**src/pkg/rpt_pkg.sv**
```systemverilog
// Functional notes
// - Code 00, card absent: manual, inputs high-impedance
// - Code 01: 12 ms probes, 600 ms limit
// - Code 10 default: 12 ms probes until found
// - Code 11: manual, inputs held at 50 ohm
// - Card present high: power-down, inputs open, drivers off
// - Card present high 5 us, then low: restart
// - Override plus value toggle restarts detection in SMBus slave mode
// - Idle threshold pin levels encode to two-bit field
// - Mode input: pin, SMBus slave, or EEPROM master
// - Pin mode: per-side levels, swing follows emphasis
// - Pin mode rate: Gen 1/2, automatic, Gen 3
// - Register mode: per-lane swing, equalizer, emphasis, termination
// - Register mode: registers drive lanes; pins become straps
// - Rate, detect, threshold pins stand until overridden
// - Registers reset to defaults at power-up, pin mode
// - Card present in register mode keeps register contents
// - Equalizer takes 8 bits; pins reach 16 values
// - Open or low straps give address byte B0
// - Slave address is 58 hex plus strap value
// - Write: address, index, data byte, each acknowledged low
// - Read: index, repeated start, one byte, host not-acknowledges
`default_nettype none
package rpt_pkg;

  typedef enum logic [1:0] {MD_PIN, MD_SLAVE, MD_MASTER} rpt_mode_e;

  localparam int unsigned LANES = 8;

  // Four-level pin codes
  localparam logic [1:0] LV_LOW = 2'h0;
  localparam logic [1:0] LV_RES = 2'h1;
  localparam logic [1:0] LV_FLOAT = 2'h2;
  localparam logic [1:0] LV_HIGH = 2'h3;

  // Detect selection codes
  localparam logic [1:0] SEL_MAN_HIZ = 2'h0;
  localparam logic [1:0] SEL_AUTO_LIM = 2'h1;
  localparam logic [1:0] SEL_AUTO = 2'h2;
  localparam logic [1:0] SEL_MAN_50 = 2'h3;

  // Rate behaviour codes
  localparam logic [1:0] RATE_GEN12 = 2'h0;
  localparam logic [1:0] RATE_AUTO = 2'h1;
  localparam logic [1:0] RATE_GEN3 = 2'h2;

  // Register indexes; byte address is four times the index
  localparam logic [7:0] REG_PWDN = 8'h01;
  localparam logic [7:0] REG_DET = 8'h02;
  localparam logic [7:0] REG_OVR = 8'h03;
  localparam logic [7:0] REG_CFG = 8'h04;
  localparam logic [7:0] REG_STAT = 8'h05;
  localparam logic [7:0] REG_EQ0 = 8'h10;
  localparam logic [7:0] REG_LANE0 = 8'h18;

  // Field positions
  localparam int DET_OVR_BIT = 7;
  localparam int DET_VAL_BIT = 6;
  localparam logic [7:0] DET_MASK = 8'hC0;
  localparam int OVR_RATE_BIT = 0;
  localparam int OVR_RX_DETECT_SELECT_BIT = 1;
  localparam int OVR_THR_BIT = 2;
  localparam int CFG_RATE_LSB = 0;
  localparam int CFG_RX_DETECT_SELECT_LSB = 2;
  localparam int CFG_THR_LSB = 4;
  localparam int LANE_SWING_LSB = 0;
  localparam int LANE_EMPH_LSB = 4;
  localparam int LANE_TDIS_BIT = 7;

  // Reset values
  localparam logic [7:0] PWDN_RST = 8'h00;
  localparam logic [7:0] DET_RST = 8'h00;
  localparam logic [7:0] OVR_RST = 8'h00;
  localparam logic [7:0] CFG_RST = 8'h00;
  localparam logic [7:0] EQ_RST = 8'h00;
  localparam logic [7:0] LANE_RST = 8'h00;

  localparam logic [6:0] SMB_BASE = 7'h58;

  // Pin level tables, entry 0 in the low bits
  localparam logic [127:0] EQ_TABLE = 128'hFFBF7FAA3F2F1F550F0B150703020100;
  localparam logic [47:0] SWING_TABLE = {3'h5, 3'h5, 3'h5, 3'h5, 3'h4,
    3'h4, 3'h4, 3'h3, 3'h3, 3'h3, 3'h2, 3'h2, 3'h2, 3'h1, 3'h1, 3'h0};
  localparam logic [31:0] EMPH_TABLE = {2'h3, 2'h2, 2'h1, 2'h0, 2'h2,
    2'h1, 2'h0, 2'h2, 2'h1, 2'h0, 2'h2, 2'h1, 2'h0, 2'h1, 2'h0, 2'h0};

  // Timing
  localparam int unsigned CLK_KHZ = 100000;
  localparam int unsigned PROBE_MS = 12;
  localparam int unsigned LIMIT_MS = 600;
  localparam int unsigned RESTART_US = 5;
  localparam int unsigned PROBE_CYCLES = PROBE_MS * CLK_KHZ;
  localparam int unsigned LIMIT_CYCLES = LIMIT_MS * CLK_KHZ;
  localparam int unsigned RESTART_CYCLES =
    (RESTART_US * CLK_KHZ + 999) / 1000;

endpackage
`default_nettype wire

```
**src/logic/rpt_smb_slave.sv**
```systemverilog
`timescale 1ns/100ps
`default_nettype none
module rpt_smb_slave (
  input wire logic clk_i, // System clock
  input wire logic rst_i, // Sync reset
  input wire logic en_i, // Slave enabled
  input wire logic [6:0] addr_i, // Own 7-bit address
  input wire logic scl_i, // Synchronised SCL
  input wire logic sda_i, // Synchronised SDA
  input wire logic [7:0] rd_data_i, // Data at idx_o
  output logic [7:0] idx_o, // Register index
  output logic wr_o, // Write pulse
  output logic [7:0] wr_data_o, // Write data
  output logic sda_oe_o // Pull SDA low
);

  typedef enum logic [2:0] {SM_IDLE, SM_ADDR, SM_REG, SM_WDAT, SM_RDAT}
    rpt_smb_e;

  rpt_smb_e state_q;
  logic scl_q, sda_q, ack_q;
  logic [3:0] bit_q;
  logic [7:0] sh_q, tx_q;
  logic rise, fall, start, stop;
  logic [7:0] byte_in;

  assign rise = scl_i & ~scl_q;
  assign fall = ~scl_i & scl_q;
  assign start = scl_i & scl_q & sda_q & ~sda_i;
  assign stop = scl_i & scl_q & ~sda_q & sda_i;
  assign byte_in = {sh_q[6:0], sda_i};

  always_ff @(posedge clk_i)
  begin
    if (rst_i)
    begin
      scl_q <= 1'b1;
      sda_q <= 1'b1;
    end
    else
    begin
      scl_q <= scl_i;
      sda_q <= sda_i;
    end
  end

  always_ff @(posedge clk_i)
  begin
    wr_o <= 1'b0;
    if (rst_i)
    begin
      state_q <= SM_IDLE;
      bit_q <= 4'h0;
      sh_q <= 8'h00;
      tx_q <= 8'h00;
      ack_q <= 1'b0;
      idx_o <= 8'h00;
      wr_data_o <= 8'h00;
    end
    else if (!en_i || stop)
    begin
      state_q <= SM_IDLE;
      ack_q <= 1'b0;
    end
    else if (start)
    begin
      state_q <= SM_ADDR;
      bit_q <= 4'h0;
      ack_q <= 1'b0;
    end
    else if (rise && state_q != SM_IDLE)
    begin
      if (bit_q == 4'h8)
      begin
        bit_q <= 4'h0;
        ack_q <= 1'b0;
        if (state_q == SM_RDAT && !ack_q)
        begin
          if (sda_i)
            state_q <= SM_IDLE;
          else
            tx_q <= rd_data_i;
        end
      end
      else
      begin
        bit_q <= bit_q + 4'h1;
        sh_q <= byte_in;
        if (state_q == SM_RDAT)
          tx_q <= {tx_q[6:0], 1'b0};
        if (bit_q == 4'h7)
        begin
          case (state_q)
            SM_ADDR:
            begin
              if (byte_in[7:1] == addr_i)
              begin
                ack_q <= 1'b1;
                state_q <= byte_in[0] ? SM_RDAT : SM_REG;
                if (byte_in[0])
                  tx_q <= rd_data_i;
              end
              else
                state_q <= SM_IDLE;
            end
            SM_REG:
            begin
              idx_o <= byte_in;
              ack_q <= 1'b1;
              state_q <= SM_WDAT;
            end
            SM_WDAT:
            begin
              wr_o <= 1'b1;
              wr_data_o <= byte_in;
              ack_q <= 1'b1;
            end
            default:
              ack_q <= 1'b0;
          endcase
        end
      end
    end
  end

  // SDA changes after SCL has fallen; start, stop, reset or disable release it at once
  always_ff @(posedge clk_i)
  begin
    if (rst_i || !en_i || start || stop)
      sda_oe_o <= 1'b0;
    else if (fall)
    begin
      if (bit_q == 4'h8)
        sda_oe_o <= ack_q;
      else if (state_q == SM_RDAT)
        sda_oe_o <= ~tx_q[7];
      else
        sda_oe_o <= 1'b0;
    end
  end

endmodule
`default_nettype wire

```
**src/logic/rpt_ctrl.sv**
```systemverilog
`timescale 1ns/100ps
`default_nettype none
module rpt_ctrl #(
  parameter int unsigned LANES = rpt_pkg::LANES,
  parameter int unsigned PROBE_CYC = rpt_pkg::PROBE_CYCLES,
  parameter int unsigned LIMIT_CYC = rpt_pkg::LIMIT_CYCLES
) (
  input wire logic clk_i, // System clock
  input wire logic rst_i, // Sync reset
  input wire logic wb_cyc_i, // Bus cycle
  input wire logic wb_stb_i, // Bus strobe
  input wire logic wb_we_i, // Write enable
  input wire logic [9:0] wb_adr_i, // Byte address
  input wire logic [3:0] wb_sel_i, // Byte selects
  input wire logic [31:0] wb_dat_i, // Write data
  output logic [31:0] wb_dat_o, // Read data
  output logic wb_ack_o, // Acknowledge
  input wire logic card_present_input_i, // Card present pin
  input wire logic [1:0] rx_detect_select_i, // Level code
  input wire logic [1:0] idle_threshold_select_i, // Level code
  input wire logic [1:0] mgmt_mode_select_i, // Level code
  input wire logic [1:0] rate_select_i, // Level code
  input wire logic [7:0] equalizer_level_pins_i, // A0 A1 B0 B1
  input wire logic [7:0] emphasis_level_pins_i, // A0 A1 B0 B1
  input wire logic [LANES-1:0] rx_sense_i, // Receiver sensed
  input wire logic smb_scl_i, // SMBus clock pin
  input wire logic smb_sda_i, // SMBus data pin
  output logic smb_sda_o, // SDA level when driven
  output logic smb_sda_oe_o, // SDA driven low
  output logic [LANES*8-1:0] eq_setting_o, // Per-lane equalizer
  output logic [LANES*3-1:0] output_swing_o, // Per-lane swing
  output logic [LANES*2-1:0] emphasis_o, // Per-lane emphasis
  output logic [LANES-1:0] term_50_o, // 50 ohm termination
  output logic [LANES-1:0] drv_en_o, // Output driver on
  output logic [1:0] rate_mode_o, // Rate behaviour
  output logic [1:0] idle_thr_o, // Idle threshold field
  output logic [1:0] mode_o, // Operating mode
  output logic powerdown_o, // Power-down
  output logic probe_o, // Receiver probe pulse
  output logic rx_found_o // Receiver detected
);

  typedef enum logic [2:0] {DS_HIZ, DS_PROBE, DS_FOUND, DS_STOP, DS_FIXED}
    rpt_det_e;

  localparam int SW = 27 + LANES;

  ////////////////////////////////////////////////////////////////////////
  // Pin synchronisers

  logic [SW-1:0] pin_raw, meta_q, pin_q;
  logic card_present_input_s, scl_s, sda_s;
  logic [1:0] rxsel_pin, thr_pin, mode_pin, rate_pin;
  logic [7:0] eq_pin, em_pin;
  logic [LANES-1:0] sense_s;

  assign pin_raw = {card_present_input_i, rx_detect_select_i,
    idle_threshold_select_i, mgmt_mode_select_i, rate_select_i,
    equalizer_level_pins_i, emphasis_level_pins_i, rx_sense_i,
    smb_scl_i, smb_sda_i};
  assign {card_present_input_s, rxsel_pin, thr_pin, mode_pin, rate_pin, eq_pin, em_pin,
    sense_s, scl_s, sda_s} = pin_q;

  always_ff @(posedge clk_i)
  begin
    if (rst_i)
    begin
      meta_q <= SW'(2'h3);
      pin_q <= SW'(2'h3);
    end
    else
    begin
      meta_q <= pin_raw;
      pin_q <= meta_q;
    end
  end

  ////////////////////////////////////////////////////////////////////////
  // Mode and register file

  rpt_pkg::rpt_mode_e mode;
  logic regs_clr, reg_mode;
  logic wb_req, wb_wr, smb_wr, wr_en;
  logic [7:0] wr_idx, wr_dat, smb_idx, smb_wdat, smb_rdat, stat;
  logic [7:0] pwdn_q, det_q, ovr_q, cfg_q;
  logic [7:0] eq_q [LANES];
  logic [7:0] lane_q [LANES];

  always_comb
  begin
    case (mode_pin)
      rpt_pkg::LV_HIGH: mode = rpt_pkg::MD_SLAVE;
      rpt_pkg::LV_FLOAT: mode = rpt_pkg::MD_MASTER;
      default: mode = rpt_pkg::MD_PIN;
    endcase
  end

  // Card present never clears registers
  assign regs_clr = rst_i | (mode == rpt_pkg::MD_PIN);
  assign reg_mode = (mode != rpt_pkg::MD_PIN);

  assign wb_req = wb_cyc_i & wb_stb_i;
  assign wb_wr = wb_req & wb_we_i & wb_ack_o & wb_sel_i[0];
  assign wr_en = wb_wr | smb_wr;
  assign wr_idx = wb_wr ? wb_adr_i[9:2] : smb_idx;
  assign wr_dat = wb_wr ? wb_dat_i[7:0] : smb_wdat;

  always_ff @(posedge clk_i)
  begin
    if (regs_clr)
    begin
      pwdn_q <= rpt_pkg::PWDN_RST;
      det_q <= rpt_pkg::DET_RST;
      ovr_q <= rpt_pkg::OVR_RST;
      cfg_q <= rpt_pkg::CFG_RST;
    end
    else if (wr_en)
    begin
      case (wr_idx)
        rpt_pkg::REG_PWDN: pwdn_q <= wr_dat;
        rpt_pkg::REG_DET: det_q <= wr_dat & rpt_pkg::DET_MASK;
        rpt_pkg::REG_OVR: ovr_q <= wr_dat;
        rpt_pkg::REG_CFG: cfg_q <= wr_dat;
        default: pwdn_q <= pwdn_q;
      endcase
    end
  end

  function automatic logic [7:0] reg_rd(input logic [7:0] a);
    logic [7:0] v;
    v = 8'h00;
    case (a)
      rpt_pkg::REG_PWDN: v = pwdn_q;
      rpt_pkg::REG_DET: v = det_q;
      rpt_pkg::REG_OVR: v = ovr_q;
      rpt_pkg::REG_CFG: v = cfg_q;
      rpt_pkg::REG_STAT: v = stat;
      default: v = 8'h00;
    endcase
    for (int k = 0; k < LANES; k++)
    begin
      if (a == rpt_pkg::REG_EQ0 + 8'(k))
        v = eq_q[k];
      if (a == rpt_pkg::REG_LANE0 + 8'(k))
        v = lane_q[k];
    end
    return v;
  endfunction

  ////////////////////////////////////////////////////////////////////////
  // Wishbone slave: ack one cycle after the request, unmapped reads zero

  always_ff @(posedge clk_i)
  begin
    if (rst_i)
      wb_ack_o <= 1'b0;
    else
      wb_ack_o <= wb_req & ~wb_ack_o;
  end

  always_ff @(posedge clk_i)
  begin
    if (rst_i)
      wb_dat_o <= 32'h0000_0000;
    else if (wb_req && !wb_ack_o)
      wb_dat_o <= {24'h00_0000, reg_rd(wb_adr_i[9:2])};
  end

  ////////////////////////////////////////////////////////////////////////
  // SMBus slave

  logic [3:0] strap;
  logic [6:0] smb_addr;

  // Straps have pull-downs: only a high level reads as one
  for (genvar k = 0; k < 4; k++)
  begin : g_strap
    assign strap[k] = (eq_pin[2*k +: 2] == rpt_pkg::LV_HIGH);
  end

  assign smb_addr = 7'(rpt_pkg::SMB_BASE + {3'h0, strap});
  always_comb smb_rdat = reg_rd(smb_idx);

  rpt_smb_slave u_smb (
    .clk_i(clk_i),
    .rst_i(rst_i),
    .en_i(mode == rpt_pkg::MD_SLAVE),
    .addr_i(smb_addr),
    .scl_i(scl_s),
    .sda_i(sda_s),
    .rd_data_i(smb_rdat),
    .idx_o(smb_idx),
    .wr_o(smb_wr),
    .wr_data_o(smb_wdat),
    .sda_oe_o(smb_sda_oe_o)
  );

  always_ff @(posedge clk_i)
  begin
    smb_sda_o <= 1'b0;
  end

  ////////////////////////////////////////////////////////////////////////
  // Effective pin or register settings

  logic [1:0] rxsel, rate_d, thr_d, rate_pin_map, thr_pin_map;

  always_comb
  begin
    case (rate_pin)
      rpt_pkg::LV_LOW: rate_pin_map = rpt_pkg::RATE_GEN12;
      rpt_pkg::LV_HIGH: rate_pin_map = rpt_pkg::RATE_GEN3;
      default: rate_pin_map = rpt_pkg::RATE_AUTO;
    endcase
  end

  assign thr_pin_map = {thr_pin == rpt_pkg::LV_LOW ||
    thr_pin == rpt_pkg::LV_HIGH, thr_pin == rpt_pkg::LV_RES ||
    thr_pin == rpt_pkg::LV_HIGH};

  assign rxsel = ovr_q[rpt_pkg::OVR_RX_DETECT_SELECT_BIT] ?
    cfg_q[rpt_pkg::CFG_RX_DETECT_SELECT_LSB +: 2] : rxsel_pin;
  assign rate_d = ovr_q[rpt_pkg::OVR_RATE_BIT] ?
    cfg_q[rpt_pkg::CFG_RATE_LSB +: 2] : rate_pin_map;
  assign thr_d = ovr_q[rpt_pkg::OVR_THR_BIT] ?
    cfg_q[rpt_pkg::CFG_THR_LSB +: 2] : thr_pin_map;

  ////////////////////////////////////////////////////////////////////////
  // Card present, power-down and detect restart

  logic sw_ovr, card_present_input, card_present_input_q, val_q, start_q, restart;
  logic [1:0] rxsel_q;
  logic [15:0] hi_cnt_q;

  assign sw_ovr = (mode == rpt_pkg::MD_SLAVE) &
    det_q[rpt_pkg::DET_OVR_BIT];
  assign card_present_input = sw_ovr ? det_q[rpt_pkg::DET_VAL_BIT] : card_present_input_s;
  assign restart = start_q | (rxsel != rxsel_q) |
    (card_present_input_q & ~card_present_input & (hi_cnt_q == 16'(rpt_pkg::RESTART_CYCLES))) |
    (sw_ovr & (det_q[rpt_pkg::DET_VAL_BIT] != val_q));

  always_ff @(posedge clk_i)
  begin
    if (rst_i)
    begin
      start_q <= 1'b1;
      card_present_input_q <= 1'b0;
      val_q <= 1'b0;
      rxsel_q <= rpt_pkg::SEL_MAN_HIZ;
    end
    else
    begin
      start_q <= 1'b0;
      card_present_input_q <= card_present_input;
      val_q <= det_q[rpt_pkg::DET_VAL_BIT];
      rxsel_q <= rxsel;
    end
  end

  always_ff @(posedge clk_i)
  begin
    if (rst_i || !card_present_input)
      hi_cnt_q <= 16'h0000;
    else if (hi_cnt_q != 16'(rpt_pkg::RESTART_CYCLES))
      hi_cnt_q <= hi_cnt_q + 16'h0001;
  end

  ////////////////////////////////////////////////////////////////////////
  // Receiver detect timers and state machine

  rpt_det_e det_q_st;
  logic [31:0] tick_q, elapsed_q;
  logic probing, probe_tick, term_on;

  assign probing = (det_q_st == DS_PROBE) & ~card_present_input;
  assign probe_tick = probing & (tick_q == 32'(PROBE_CYC - 1));

  always_ff @(posedge clk_i)
  begin
    if (rst_i || restart)
    begin
      tick_q <= 32'h0000_0000;
      elapsed_q <= 32'h0000_0000;
    end
    else if (probing)
    begin
      tick_q <= probe_tick ? 32'h0000_0000 : tick_q + 32'h0000_0001;
      if (elapsed_q < 32'(LIMIT_CYC))
        elapsed_q <= elapsed_q + 32'h0000_0001;
    end
  end

  always_ff @(posedge clk_i)
  begin
    if (rst_i)
      det_q_st <= DS_HIZ;
    else if (restart)
    begin
      case (rxsel)
        rpt_pkg::SEL_MAN_HIZ: det_q_st <= DS_HIZ;
        rpt_pkg::SEL_MAN_50: det_q_st <= DS_FIXED;
        default: det_q_st <= DS_PROBE;
      endcase
    end
    else
    begin
      case (det_q_st)
        DS_PROBE:
        begin
          if (probe_tick && (|sense_s))
            det_q_st <= DS_FOUND;
          else if (rxsel == rpt_pkg::SEL_AUTO_LIM &&
                   elapsed_q >= 32'(LIMIT_CYC))
            det_q_st <= DS_STOP;
        end
        default: det_q_st <= det_q_st;
      endcase
    end
  end

  assign term_on = ~card_present_input &
    (det_q_st == DS_FOUND || det_q_st == DS_FIXED);

  assign stat = {2'h0, mode, card_present_input_q, det_q_st == DS_STOP,
    det_q_st == DS_PROBE, det_q_st == DS_FOUND};

  always_ff @(posedge clk_i)
  begin
    if (rst_i)
    begin
      probe_o <= 1'b0;
      powerdown_o <= 1'b0;
      rx_found_o <= 1'b0;
      rate_mode_o <= rpt_pkg::RATE_GEN12;
      idle_thr_o <= 2'h0;
      mode_o <= 2'h0;
    end
    else
    begin
      probe_o <= probe_tick;
      powerdown_o <= card_present_input;
      rx_found_o <= (det_q_st == DS_FOUND);
      rate_mode_o <= rate_d;
      idle_thr_o <= thr_d;
      mode_o <= mode;
    end
  end

  ////////////////////////////////////////////////////////////////////////
  // Per-lane registers and outputs

  for (genvar i = 0; i < LANES; i++)
  begin : g_lane
    logic [3:0] eq_lvl, em_lvl;
    logic [7:0] eq_set_q;
    logic [2:0] swing_q;
    logic [1:0] emph_q;
    logic term_q, drv_q;

    assign eq_lvl = (i < LANES / 2) ? eq_pin[3:0] : eq_pin[7:4];
    assign em_lvl = (i < LANES / 2) ? em_pin[3:0] : em_pin[7:4];

    always_ff @(posedge clk_i)
    begin
      if (regs_clr)
      begin
        eq_q[i] <= rpt_pkg::EQ_RST;
        lane_q[i] <= rpt_pkg::LANE_RST;
      end
      else if (wr_en)
      begin
        if (wr_idx == rpt_pkg::REG_EQ0 + 8'(i))
          eq_q[i] <= wr_dat;
        if (wr_idx == rpt_pkg::REG_LANE0 + 8'(i))
          lane_q[i] <= wr_dat;
      end
    end

    always_ff @(posedge clk_i)
    begin
      if (rst_i)
      begin
        eq_set_q <= 8'h00;
        swing_q <= 3'h0;
        emph_q <= 2'h0;
        term_q <= 1'b0;
        drv_q <= 1'b0;
      end
      else if (reg_mode)
      begin
        eq_set_q <= eq_q[i];
        swing_q <= lane_q[i][rpt_pkg::LANE_SWING_LSB +: 3];
        emph_q <= lane_q[i][rpt_pkg::LANE_EMPH_LSB +: 2];
        term_q <= term_on & ~lane_q[i][rpt_pkg::LANE_TDIS_BIT];
        drv_q <= ~card_present_input & ~pwdn_q[i];
      end
      else
      begin
        eq_set_q <= rpt_pkg::EQ_TABLE[{eq_lvl, 3'h0} +: 8];
        swing_q <= rpt_pkg::SWING_TABLE[int'(em_lvl) * 3 +: 3];
        emph_q <= rpt_pkg::EMPH_TABLE[{em_lvl, 1'b0} +: 2];
        term_q <= term_on;
        drv_q <= ~card_present_input;
      end
    end

    assign eq_setting_o[i*8 +: 8] = eq_set_q;
    assign output_swing_o[i*3 +: 3] = swing_q;
    assign emphasis_o[i*2 +: 2] = emph_q;
    assign term_50_o[i] = term_q;
    assign drv_en_o[i] = drv_q;
  end

endmodule
`default_nettype wire

```
**config.mk**
```make
export PLATFORM = sky130hd
export DESIGN_NAME = rpt_ctrl
export DESIGN_NICKNAME = d
export VERILOG_FILES = /design/src/pkg/rpt_pkg.sv /design/src/logic/rpt_smb_slave.sv /design/src/logic/rpt_ctrl.sv
export SDC_FILE = /design/constraint.sdc
export NUM_CORES = 1
export LEC_CHECK = 0
export ABC_AREA = 1
export BUFFER_PORTS_ARGS = -buffer_cell sky130_fd_sc_hd__buf_2
export CAP_MARGIN = 20
export CORE_MARGIN = 4
export CORE_UTILIZATION = 59
export DETAILED_ROUTE_END_ITERATION = 6
export PLACE_DENSITY = 0.8
export SLEW_MARGIN = 20
export SYNTH_ARGS = -nofsm -noshare
export SYNTH_HDL_FRONTEND = slang
export SYNTH_SLANG_ARGS = --single-unit
```
**constraint.sdc**
```tcl
create_clock -name clk_i -period 4.91 [get_ports clk_i]
set_clock_uncertainty 0.2 [all_clocks]
set_input_delay 1.473 -clock clk_i [delete_from_list [all_inputs] [get_ports clk_i]]
set_output_delay 1.473 -clock clk_i [all_outputs]
set_load 0.02 [all_outputs]
```
## Yosys cells after proc, flatten, opt, wreduce, memory -nomap -nowiden

Memory sizes are Yosys's and may differ from the RTL's.
Cells that the tools add are included.

| operators by class | value |
|---|---|
| bitwise operators | 84 |
| add/subtract/negate cells | 5 |
| shift operators | 6 |
| multiplexer cells | 198 |
| $lt $le $gt $ge | 2 |
| equal/unequal tests | 96 |
| multipliers | 2 |
| reduce and logical (&&, ||, !) cells | 50 |

Operators by type and width:

| operator | number |
|---|---|
| 2-to-1 mux 8 bit | 66 |
| == test 8 x 5 -> 1 bit, second input constant | 48 |
| indexed part select 128 x 8 -> 8 bit, first input constant | 2 |
| indexed part select 48 x 7 -> 3 bit, first input constant | 2 |
| 2-to-1 mux 1 bit | 92 |
| case mux 8 bit (5 select lines) | 2 |
| adder 32 x 1 -> 32 bit, second input constant | 2 |
| indexed part select 32 x 6 -> 2 bit, first input constant | 2 |
| 2-to-1 mux 3 bit | 18 |
| == test 8 x 2 -> 1 bit, second input constant | 6 |
| == test 8 x 3 -> 1 bit, second input constant | 5 |
| bitwise AND 1 bit | 35 |
| == test 32 x 21 -> 1 bit, second input constant | 1 |
| >= comparator 32 x 26 -> 1 bit, second input constant | 1 |
| < comparator 32 x 26 -> 1 bit, second input constant | 1 |
| 2-to-1 mux 32 bit | 1 |
| inverter 1 bit | 28 |
| == test 8 x 1 -> 1 bit, second input constant | 3 |
| 2-to-1 mux 2 bit | 11 |
| bitwise OR 1 bit | 21 |
| == test 2 bit, second input constant | 9 |
| adder 16 x 1 -> 16 bit, second input constant | 1 |
| == test 16 x 9 -> 1 bit, second input constant | 1 |
| inequality test 16 x 9 -> 1 bit, second input constant | 1 |
| other kinds (35) | 84 |

| storage, ports and cells | value |
|---|---|
| memories | 2 |
| output and inout bits | 164 |
| word-level logic and storage cells | 518 |
| memory bits (writable) | 128 |
| register bits after elaboration | 364 |
| input port bits | 86 |

Memories:

| name | depth | bits a word | read ports | clocked after memory_dff | write ports | RTL line | source |
|---|---|---|---|---|---|---|---|
| eq_q | 8 | 8 | 8 | 0 | 8 | rpt_ctrl.sv:86 | `logic [7:0] eq_q [LANES];` |
| lane_q | 8 | 8 | 8 | 0 | 8 | rpt_ctrl.sv:87 | `logic [7:0] lane_q [LANES];` |

## Logic depth before layout (Yosys ltp)

Gate-level depths: netlist of run 1.

| depth | value |
|---|---|
| depth in word-level cells | 24 |
| depth in mapped cells | 19 |
| mapped depth without buffers | 19 |

## Modules after synthesis

Synthesis of run 1 repeated with hierarchy kept, for this count alone.

| unflattened totals | value |
|---|---|
| cell total of the unflattened synthesis | 2877 |
| area total of the unflattened synthesis | 22131.2 µm² |

By module, submodules not included:

| module | cells each | seq. area each (µm²) | area an instance (µm²) | times used |
|---|---|---|---|---|
| rpt_ctrl | 2554 | 10269.8 | 19906.6 | 1 |
| rpt_smb_slave | 323 | 860.8 | 2224.6 | 1 |

## Least setup slack after synthesis of run 1

No wires, ideal clock.

| timing path | value |
|---|---|
| path kind | input port to flip-flop |
| start point | input wb_cyc_i |
| end point | memory lane_q[0][0] (enable) |
| cell stages on the path | 12 |
| slack | 0.870 ns |
| buffers on the path | 2 |
| required time | 4.326 ns |
| data arrival time | 3.456 ns |
| setup time | 0.384 ns |
| cells stage by stage | nand2_1 > inv_1 > nand4_1 > inv_1 > buf_2 > buf_2 > nand3_1 > o21ai_0 > nand2_1 > nor3_1 > inv_1 > o21ai_0 |

RTL lines:

| what | RTL line | source |
|---|---|---|
| from (decl) | rpt_ctrl.sv:10 | `input wire logic wb_cyc_i,` |
| to (decl) | rpt_ctrl.sv:87 |  |

==> run_results.csv, run 1 <==
group,metric,value,unit
run_status,status,"finished, violations left",
run_status,violations,"DRC",
synth,synth_edf_count,128,
worst_setup_path,start_kind,"input pin",
power_and_ir_drop,p_switching,1.94,mW
place,place_hpwl,47700,um
layout,layoutNonFillerInstCount,3470,
worst_setup_path,reg2reg_depth,14,
grt,grt_usage,32.2,%
sta,slew_viol_final,0,
synth,muxShareOfSynthArea,0.366,%
place,dpl_worst_slack,0.594,ns
min_path,hold_start,"meta_q[23]",
clock_tree,hold_buffers,0,
grt,grt_max_degree,131,
synth,yosys.cell_types.count,54,
worst_setup_path,crit_chain,"buf_2 > nand2_1 > inv_1 > nand4_1 > inv_1 > nand3_1 > o21ai_0 > nand2_1 > nor3_1 > inv_1 > o21ai_0 > buf_4",
layout,layout.nets,3073,
min_path,holdCritPathClass,"register to register",
synth,synth_area_leaders,"dfxtp_1 34%, edfxtp_1 18%, nand2_1 9.4%, nor2_1 8.1%, inv_1 6.1%",
floorplanning,die_area,39700,um^2
clock_tree,cts_setup_buffers,0,
sta,tightest_slew,1.16,ns
synth,synth_simple_gate_area_share,27.5,%
clock_tree,root_buffer,"clkbuf_16",
worst_setup_path,reg2reg_to,"u_smb.tx_q[4]",
floorplanning,die_w,199,um
sta,finalSetupViolCount,0,
min_path,hold_path_end,"pin_q[23]",
place,placed_area,23000,um^2
grt,grt_pass1_vias,18400,
routing,first_iter_violations,1872,
synth,syn_area_per_cell,7.81,um^2
routing,routed_via_density,5.64,
worst_setup_path,r2r-start,"u_smb.idx_o[6]",
floorplanning,start_util,60.2,%
synth,yosysTopAreaCellShare,33.8,%
layout,layout-drive-gt1-share,13.2,%
power_and_ir_drop,clkPwrFrac,46.1,%
grt,antenna_found_initial,1,
power_and_ir_drop,powerDensity,350,nW/um^2
power_and_ir_drop,p_sw_share,22.4,%
synth,yosysSeqAreaShare,51.6,%
run,maxCapViolations,0,
layout,area_growth,14.9,%
sta,tns,0,ns
grt,grt_pass1_wl,99600,um
sta,rsz0062_at_grt,"no",
synth,synth_xor_area_share,1.06,%
worst_setup_path,path_class,"input pin to register",
clock_tree,cts.htree.levels,2,
synth,yosys_most_used_dff,"dfxtp_1",
synth,yosys.area.top_type,"dfxtp_1",
power_and_ir_drop,peakVddDrop,0.000340,V
clock_tree,cts.sinks,492,
sta,fin_ws,1.03,ns
worst_setup_path,worst_path_largest_cell_delay,0.55,ns
synth,yosysMostFrequentCell,"nand2_1",
synth,synthTopCellsByCount,"540 x nand2_1, 464 x nor2_1, 364 x dfxtp_1",
worst_setup_path,crit_top_cell,"inv_1",
sta,holdWs,0.202,ns
synth,synth_top_family_by_area,"simple AND/OR/NAND/NOR gates",
power_and_ir_drop,power.leakage,10.4,nW
clock_tree,clockBufferDepth,3,
synth,synth-seq-cells,492,
synth,synthArstFlopShare,0,%
worst_setup_path,critPathRequiredTime,5.00,ns
routing,wl_per_cell,18.9,um
synth,ys_warn_count,0,
worst_setup_path,cpMaxStageDelayCell,"nor3_1",
sta,hold_viol,0,
place,portBuffers,195,
routing,drc,1,
power_and_ir_drop,seqPwrFrac,49.5,%
clock_tree,numCtsBuffers,49,
routing,vias,19600,
sta,max_freq,258,MHz
floorplanning,ioPinCount,250,
routing,drt_wl_total,65400,um
worst_setup_path,cp.arrival,3.97,ns
synth,syn_area,21600,um^2
clock_tree,cts_tree,"built",
min_path,hold_path_depth,2,
synth,synthAdderAreaFrac,1.16,%
sta,finalWorstPathRequiredPeriod,3.88,ns
layout,final_area,24800,um^2
power_and_ir_drop,combPwrFrac,4.4,%
worst_setup_path,reg2reg_slack,1.04,ns
routing,dr.pass1.iters,7,
floorplanning,core_area,35800,um^2
routing,detail-route-antenna-nets,0,
grt,grt_remaining_overflow,0,
clock_tree,ctsResizeCount,0,
power_and_ir_drop,p_int,6.73,mW
place,gp_congestion,0.987,
floorplanning,die_h,199,um
place,place_inst,3377,
synth,syn_inst,2761,
floorplanning,num_rows,69,
synth,synth_compound_area_share,9.32,%
worst_setup_path,crit_fanout,20,
worst_setup_path,end_kind,"register",
clock_tree,path_clk_slew,0.06,ns
clock_tree,clock_latency,0.59,ns
sta,max-slew-margin-rel,22.4,%
sta,finalCritPeriodShare,79.0,%
critical path, delay by kind of cell:
| family | cells | cell delay (ns) |
|---|---|---|
| AO/OA/AOI/OAI | 2 | 0.43 |
| AND/OR/NAND/NOR | 5 | 1.02 |
| buffers and inverters | 5 | 1.03 |
per-stage QoR:
stage | utilization [%] | power (mW)
3_5_place_dp | 64.2 | 4.76
3_3_place_gp | 64.2 | 4.75
5_1_grt | 69.1 | 8.94
2_1_floorplan | - | 4.62
6_report | 69.2 | 8.67
4_1_cts | 69.1 | 8.70
power groups by stage:
| stage | clock network (mW) | registers, mW | logic [mW] |
|---|---|---|---|
| final | 4.00 | 4.29 | 0.384 |
| after global routing | 4.22 | 4.30 | 0.418 |
| after CTS | 4.03 | 4.29 | 0.380 |
| after detailed placement | 0 | 4.38 | 0.377 |
| after global placement | 0 | 4.38 | 0.369 |
| after floorplan | 0 | 4.41 | 0.207 |
state kept, by name (all words and copies together), names as in the netlist, 16 cells and up:
signal,flops
elapsed_q,32
meta_q,35
hi_cnt_q,16
g_lane.emph_q,16
pin_q,35
g_lane.swing_q,24
g_lane.eq_set_q,64
eq_q,64
lane_q,64
tick_q,32
how the worst max path moves through the flow:
stage / startpoint / to / slack (ns)
final: wb_cyc_i / lane_q[1][30] / 1.03
after global routing: wb_cyc_i / lane_q[1][29] / 0.87
after CTS: wb_cyc_i / lane_q[1][29] / 1.16
after detailed placement: wb_stb_i / lane_q[1][29] / 0.59
after global placement: wb_cyc_i / lane_q[1][29] / 0.57
after floorplan: wb_cyc_i / lane_q[0][0] / 0.87
area by class of cell:
type	count	area, um^2
antenna	1	2.50
multi-input combinational	1820	8610
fill	2897	11100
clock inverter	24	267
clock buffer	68	1490
timing repair buffer	241	1340
inverter	363	1370
sequential	492	11100
tap	461	577
cell families after synthesis:
| group | count (synthesis) |
|---|---|
| simple gates | 1365 |
| flops | 492 |
| buf+inv | 473 |
| compound gates | 377 |
| xor+xnor | 26 |
| fa+ha+maj | 20 |
| mux | 7 |
| other cells | 1 |
cell usage in the layout, fill, tap and decap left out, drive strengths merged, types with 19 or more instances in the layout:
cell type	Yosys	routed
buf	48	241
clkbuf	62	68
nor2	477	477
xor2	22	22
conb	1	25
a21oi	161	161
nand3	131	131
nand4	104	104
inv	361	365
o21ai	169	169
nor4	19	19
edfxtp	128	128
nand2	550	550
dfxtp	364	364
or2	19	19
ha	20	20
nor3	52	52
per-layer routing:
metal	share of wire, %	vias to the layer above	GRT usage (%)
met3	10	170	6.86
met1	40	9041	42.0
met4	4.5	2	14.3
met5	0.020	-	0
li1	-	9321	-
met2	46	1020	52.1
(Power assumes the default switching activity.)
==> run 2: changes to the inputs <==
--- a/config.mk
+++ b/config.mk
@@ -5,13 +5,13 @@
 export SDC_FILE = /design/constraint.sdc
 export NUM_CORES = 1
 export LEC_CHECK = 0
-export ABC_AREA = 1
+export ABC_AREA = 0
 export BUFFER_PORTS_ARGS = -buffer_cell sky130_fd_sc_hd__buf_2
 export CAP_MARGIN = 20
 export CORE_MARGIN = 4
-export CORE_UTILIZATION = 59
+export CORE_UTILIZATION = 53
 export DETAILED_ROUTE_END_ITERATION = 6
-export PLACE_DENSITY = 0.8
+export PLACE_DENSITY = 0.76
 export SLEW_MARGIN = 20
 export SYNTH_ARGS = -nofsm -noshare
 export SYNTH_HDL_FRONTEND = slang
==> constraint.sdc (replaced) <==
create_clock -name clk_i -period 3.1 [get_ports clk_i]
set_clock_uncertainty 0.2 [all_clocks]
set_input_delay 0.93 -clock clk_i [delete_from_list [all_inputs] [get_ports clk_i]]
set_output_delay 0.93 -clock clk_i [all_outputs]
set_load 0.02 [all_outputs]
==> run 2 against run 1 <==
Core utilization fell by 4.6 points. Register-to-register slack got worse by 0.97 ns. Sequential cell count did not move. Area after synthesis rose by 4.3%. The run now ends clean. Largest power group unchanged.
==> run_results.csv, run 2 <==
group,metric,value,unit
clock_tree,cts.sinks,492,
synth,synthTopCellsByCount,"365 x nor2_1, 364 x dfxtp_1, 154 x a21oi_1",
synth,synth_edf_count,128,
sta,max-slew-margin-rel,49.7,%
routing,routed_via_density,6.23,
clock_tree,root_buffer,"clkbuf_16",
power_and_ir_drop,peakVddDrop,0.000489,V
synth,ys_warn_count,0,
clock_tree,numCtsBuffers,49,
routing,wl_per_cell,26.5,um
synth,synthArstFlopShare,0,%
synth,yosysSeqAreaShare,49.5,%
synth,synth_area_leaders,"dfxtp_1 32%, edfxtp_1 17%, nor2_1 6.1%, a21oi_1 3.4%, a21o_1 3.4%",
routing,dr.pass1.iters,6,
floorplanning,core_area,41900,um^2
sta,finalWorstPathRequiredPeriod,3.03,ns
worst_setup_path,cp.arrival,3.28,ns
synth,syn_area,22500,um^2
power_and_ir_drop,p_switching,3.28,mW
power_and_ir_drop,p_int,10.7,mW
synth,yosys.area.top_type,"dfxtp_1",
layout,layout_common_cells,"365 x nor2_1, 363 x dfxtp_1, 220 x buf_4",
routing,drt_wl_total,88100,um
layout,area_growth,20.4,%
sta,tightest_slew,0.754,ns
sta,fin_ws,0.0738,ns
floorplanning,die_area,45800,um^2
sta,hold_viol,0,
grt,grt_remaining_overflow,0,
place,place_inst,3232,
routing,vias,20700,
routing,first_iter_violations,2474,
sta,tns,0,ns
layout,final_area,27100,um^2
grt,grt_pass1_wl,129000,um
clock_tree,ctsResizeCount,0,
floorplanning,num_rows,75,
clock_tree,cts_tree,"built",
run_status,status,"complete, no violations",
place,dpl_worst_slack,-0.186,ns
layout,multi_input_area,10300,um^2
floorplanning,die_w,214,um
layout,layout_commonest_cell,"nor2_1",
layout,reg_top3,"eq_q x64, g_lane.eq_set_q x64, lane_q x64",
routing,detail-route-antenna-nets,0,
worst_setup_path,reg2reg_depth,7,
worst_setup_path,end_kind,"register",
sta,rsz0062_at_grt,"no",
power_and_ir_drop,clkPwrFrac,44.5,%
worst_setup_path,path_class,"register to register",
layout,layout-drive-gt1-share,21.0,%
power_and_ir_drop,power,14.0,mW
place,gp_congestion,1.05,
worst_setup_path,critPathRequiredTime,3.35,ns
run,maxCapViolations,0,
place,portBuffers,195,
worst_setup_path,crit_fanout,7,
layout,nFillCells,3426,
clock_tree,hold_buffers,0,
clock_tree,clockBufferDepth,3,
min_path,hold_path_depth,1,
synth,syn_inst,2439,
clock_tree,clock_latency,0.60,ns
synth,yosys_most_used_dff,"dfxtp_1",
grt,grt_pass1_vias,19800,
layout,fin_util,64.5,%
power_and_ir_drop,power.leakage,11.3,nW
power_and_ir_drop,powerDensity,516,nW/um^2
synth,synth-seq-cells,492,
grt,grt_usage,37.2,%
floorplanning,die_h,214,um
sta,holdWs,0.211,ns
power_and_ir_drop,seqPwrFrac,49.2,%
grt,grt_max_degree,58,
place,placed_area,25400,um^2
sta,slew_viol_final,0,
layout,register_area,11100,um^2
power_and_ir_drop,combPwrFrac,6.3,%
power_and_ir_drop,p_sw_share,23.5,%
clock_tree,cts_setup_buffers,0,
sta,max_freq,330,MHz
synth,yosysMostFrequentCell,"nor2_1",
place,place_hpwl,66100,um
grt,antenna_found_initial,0,
floorplanning,start_util,53.6,%
layout,layoutNonFillerInstCount,3324,
clock_tree,path_clk_slew,0.06,ns
synth,syn_area_per_cell,9.22,um^2
synth,yosysTopAreaCellShare,32.4,%
sta,finalSetupViolCount,0,
sta,finalCritPeriodShare,97.6,%
clock_tree,cts.htree.levels,2,
synth,yosys.cell_types.count,90,
min_path,holdCritPathClass,"register to register",
routing,drc,0,
floorplanning,ioPinCount,250,
worst_setup_path,start_kind,"register",
layout,layout.nets,2850,
==> run 2: per-layer routing <==
metal | vias to the layer above | global-route usage (%) | wire length, um
met4 | 0 | 16.2 | 4420
li1 | 9223 | - | -
met2 | 1297 | 56.1 | 37700
met5 | - | 0 | 0
met1 | 9936 | 51.3 | 36000
met3 | 255 | 9.21 | 10100
==> run 2: worst max-delay path, cell delays in order, from the launching register on <==
cell,delay [ns]
dfxtp_1,0.36
or4b_1,0.73
nor2_1,0.22
nand2_1,0.24
o22ai_1,0.52
o21ai_0,0.15
o21ai_0,0.32
a31oi_1,0.14
==> run 2: path summary, 6_finish.rpt <==
check / from / slack [ns] / endpoint
min reg2reg: meta_q[1] / 0.21 / pin_q[1]
max reg2reg: u_smb.idx_o[5] / 0.07 / u_smb.tx_q[3]
min: meta_q[1] / 0.21 / pin_q[1]
max: u_smb.idx_o[5] / 0.07 / u_smb.tx_q[3]
==> run 2: final cells by class <==
type	instances	area share, %
tap	539	2.49
inverter	47	0.652
clock buffer	67	5.08
timing repair buffer	435	11.2
clock inverter	24	1.18
multi-input combinational	1719	38.2
antenna	1	0.00924
sequential	492	41.1
==> run 2: cell families (layout without fill, tap and decap cells) <==
kind of cell	count (synthesis)	count (layout)	share of synthesized area, %
buffers and inverters	252	573	5.17
adder cells (fa/ha/maj)	20	20	1.11
multiplexers	90	90	4.10
XOR/XNOR	70	70	2.73
other	1	26	0.0167
AO/OA/AOI/OAI	606	606	17.6
AND/OR/NAND/NOR	908	908	19.8
flip-flops	492	492	49.5
==> run 2: power by group through the flow <==
stage | clock network, mW | logic (mW) | registers (mW)
after floorplan | 0 | 0.448 | 6.99
after global placement | 0 | 0.849 | 7.00
after detailed placement | 0 | 0.857 | 7.00
after CTS | 6.25 | 0.864 | 6.87
after global routing | 6.56 | 0.936 | 6.88
final | 6.21 | 0.881 | 6.88
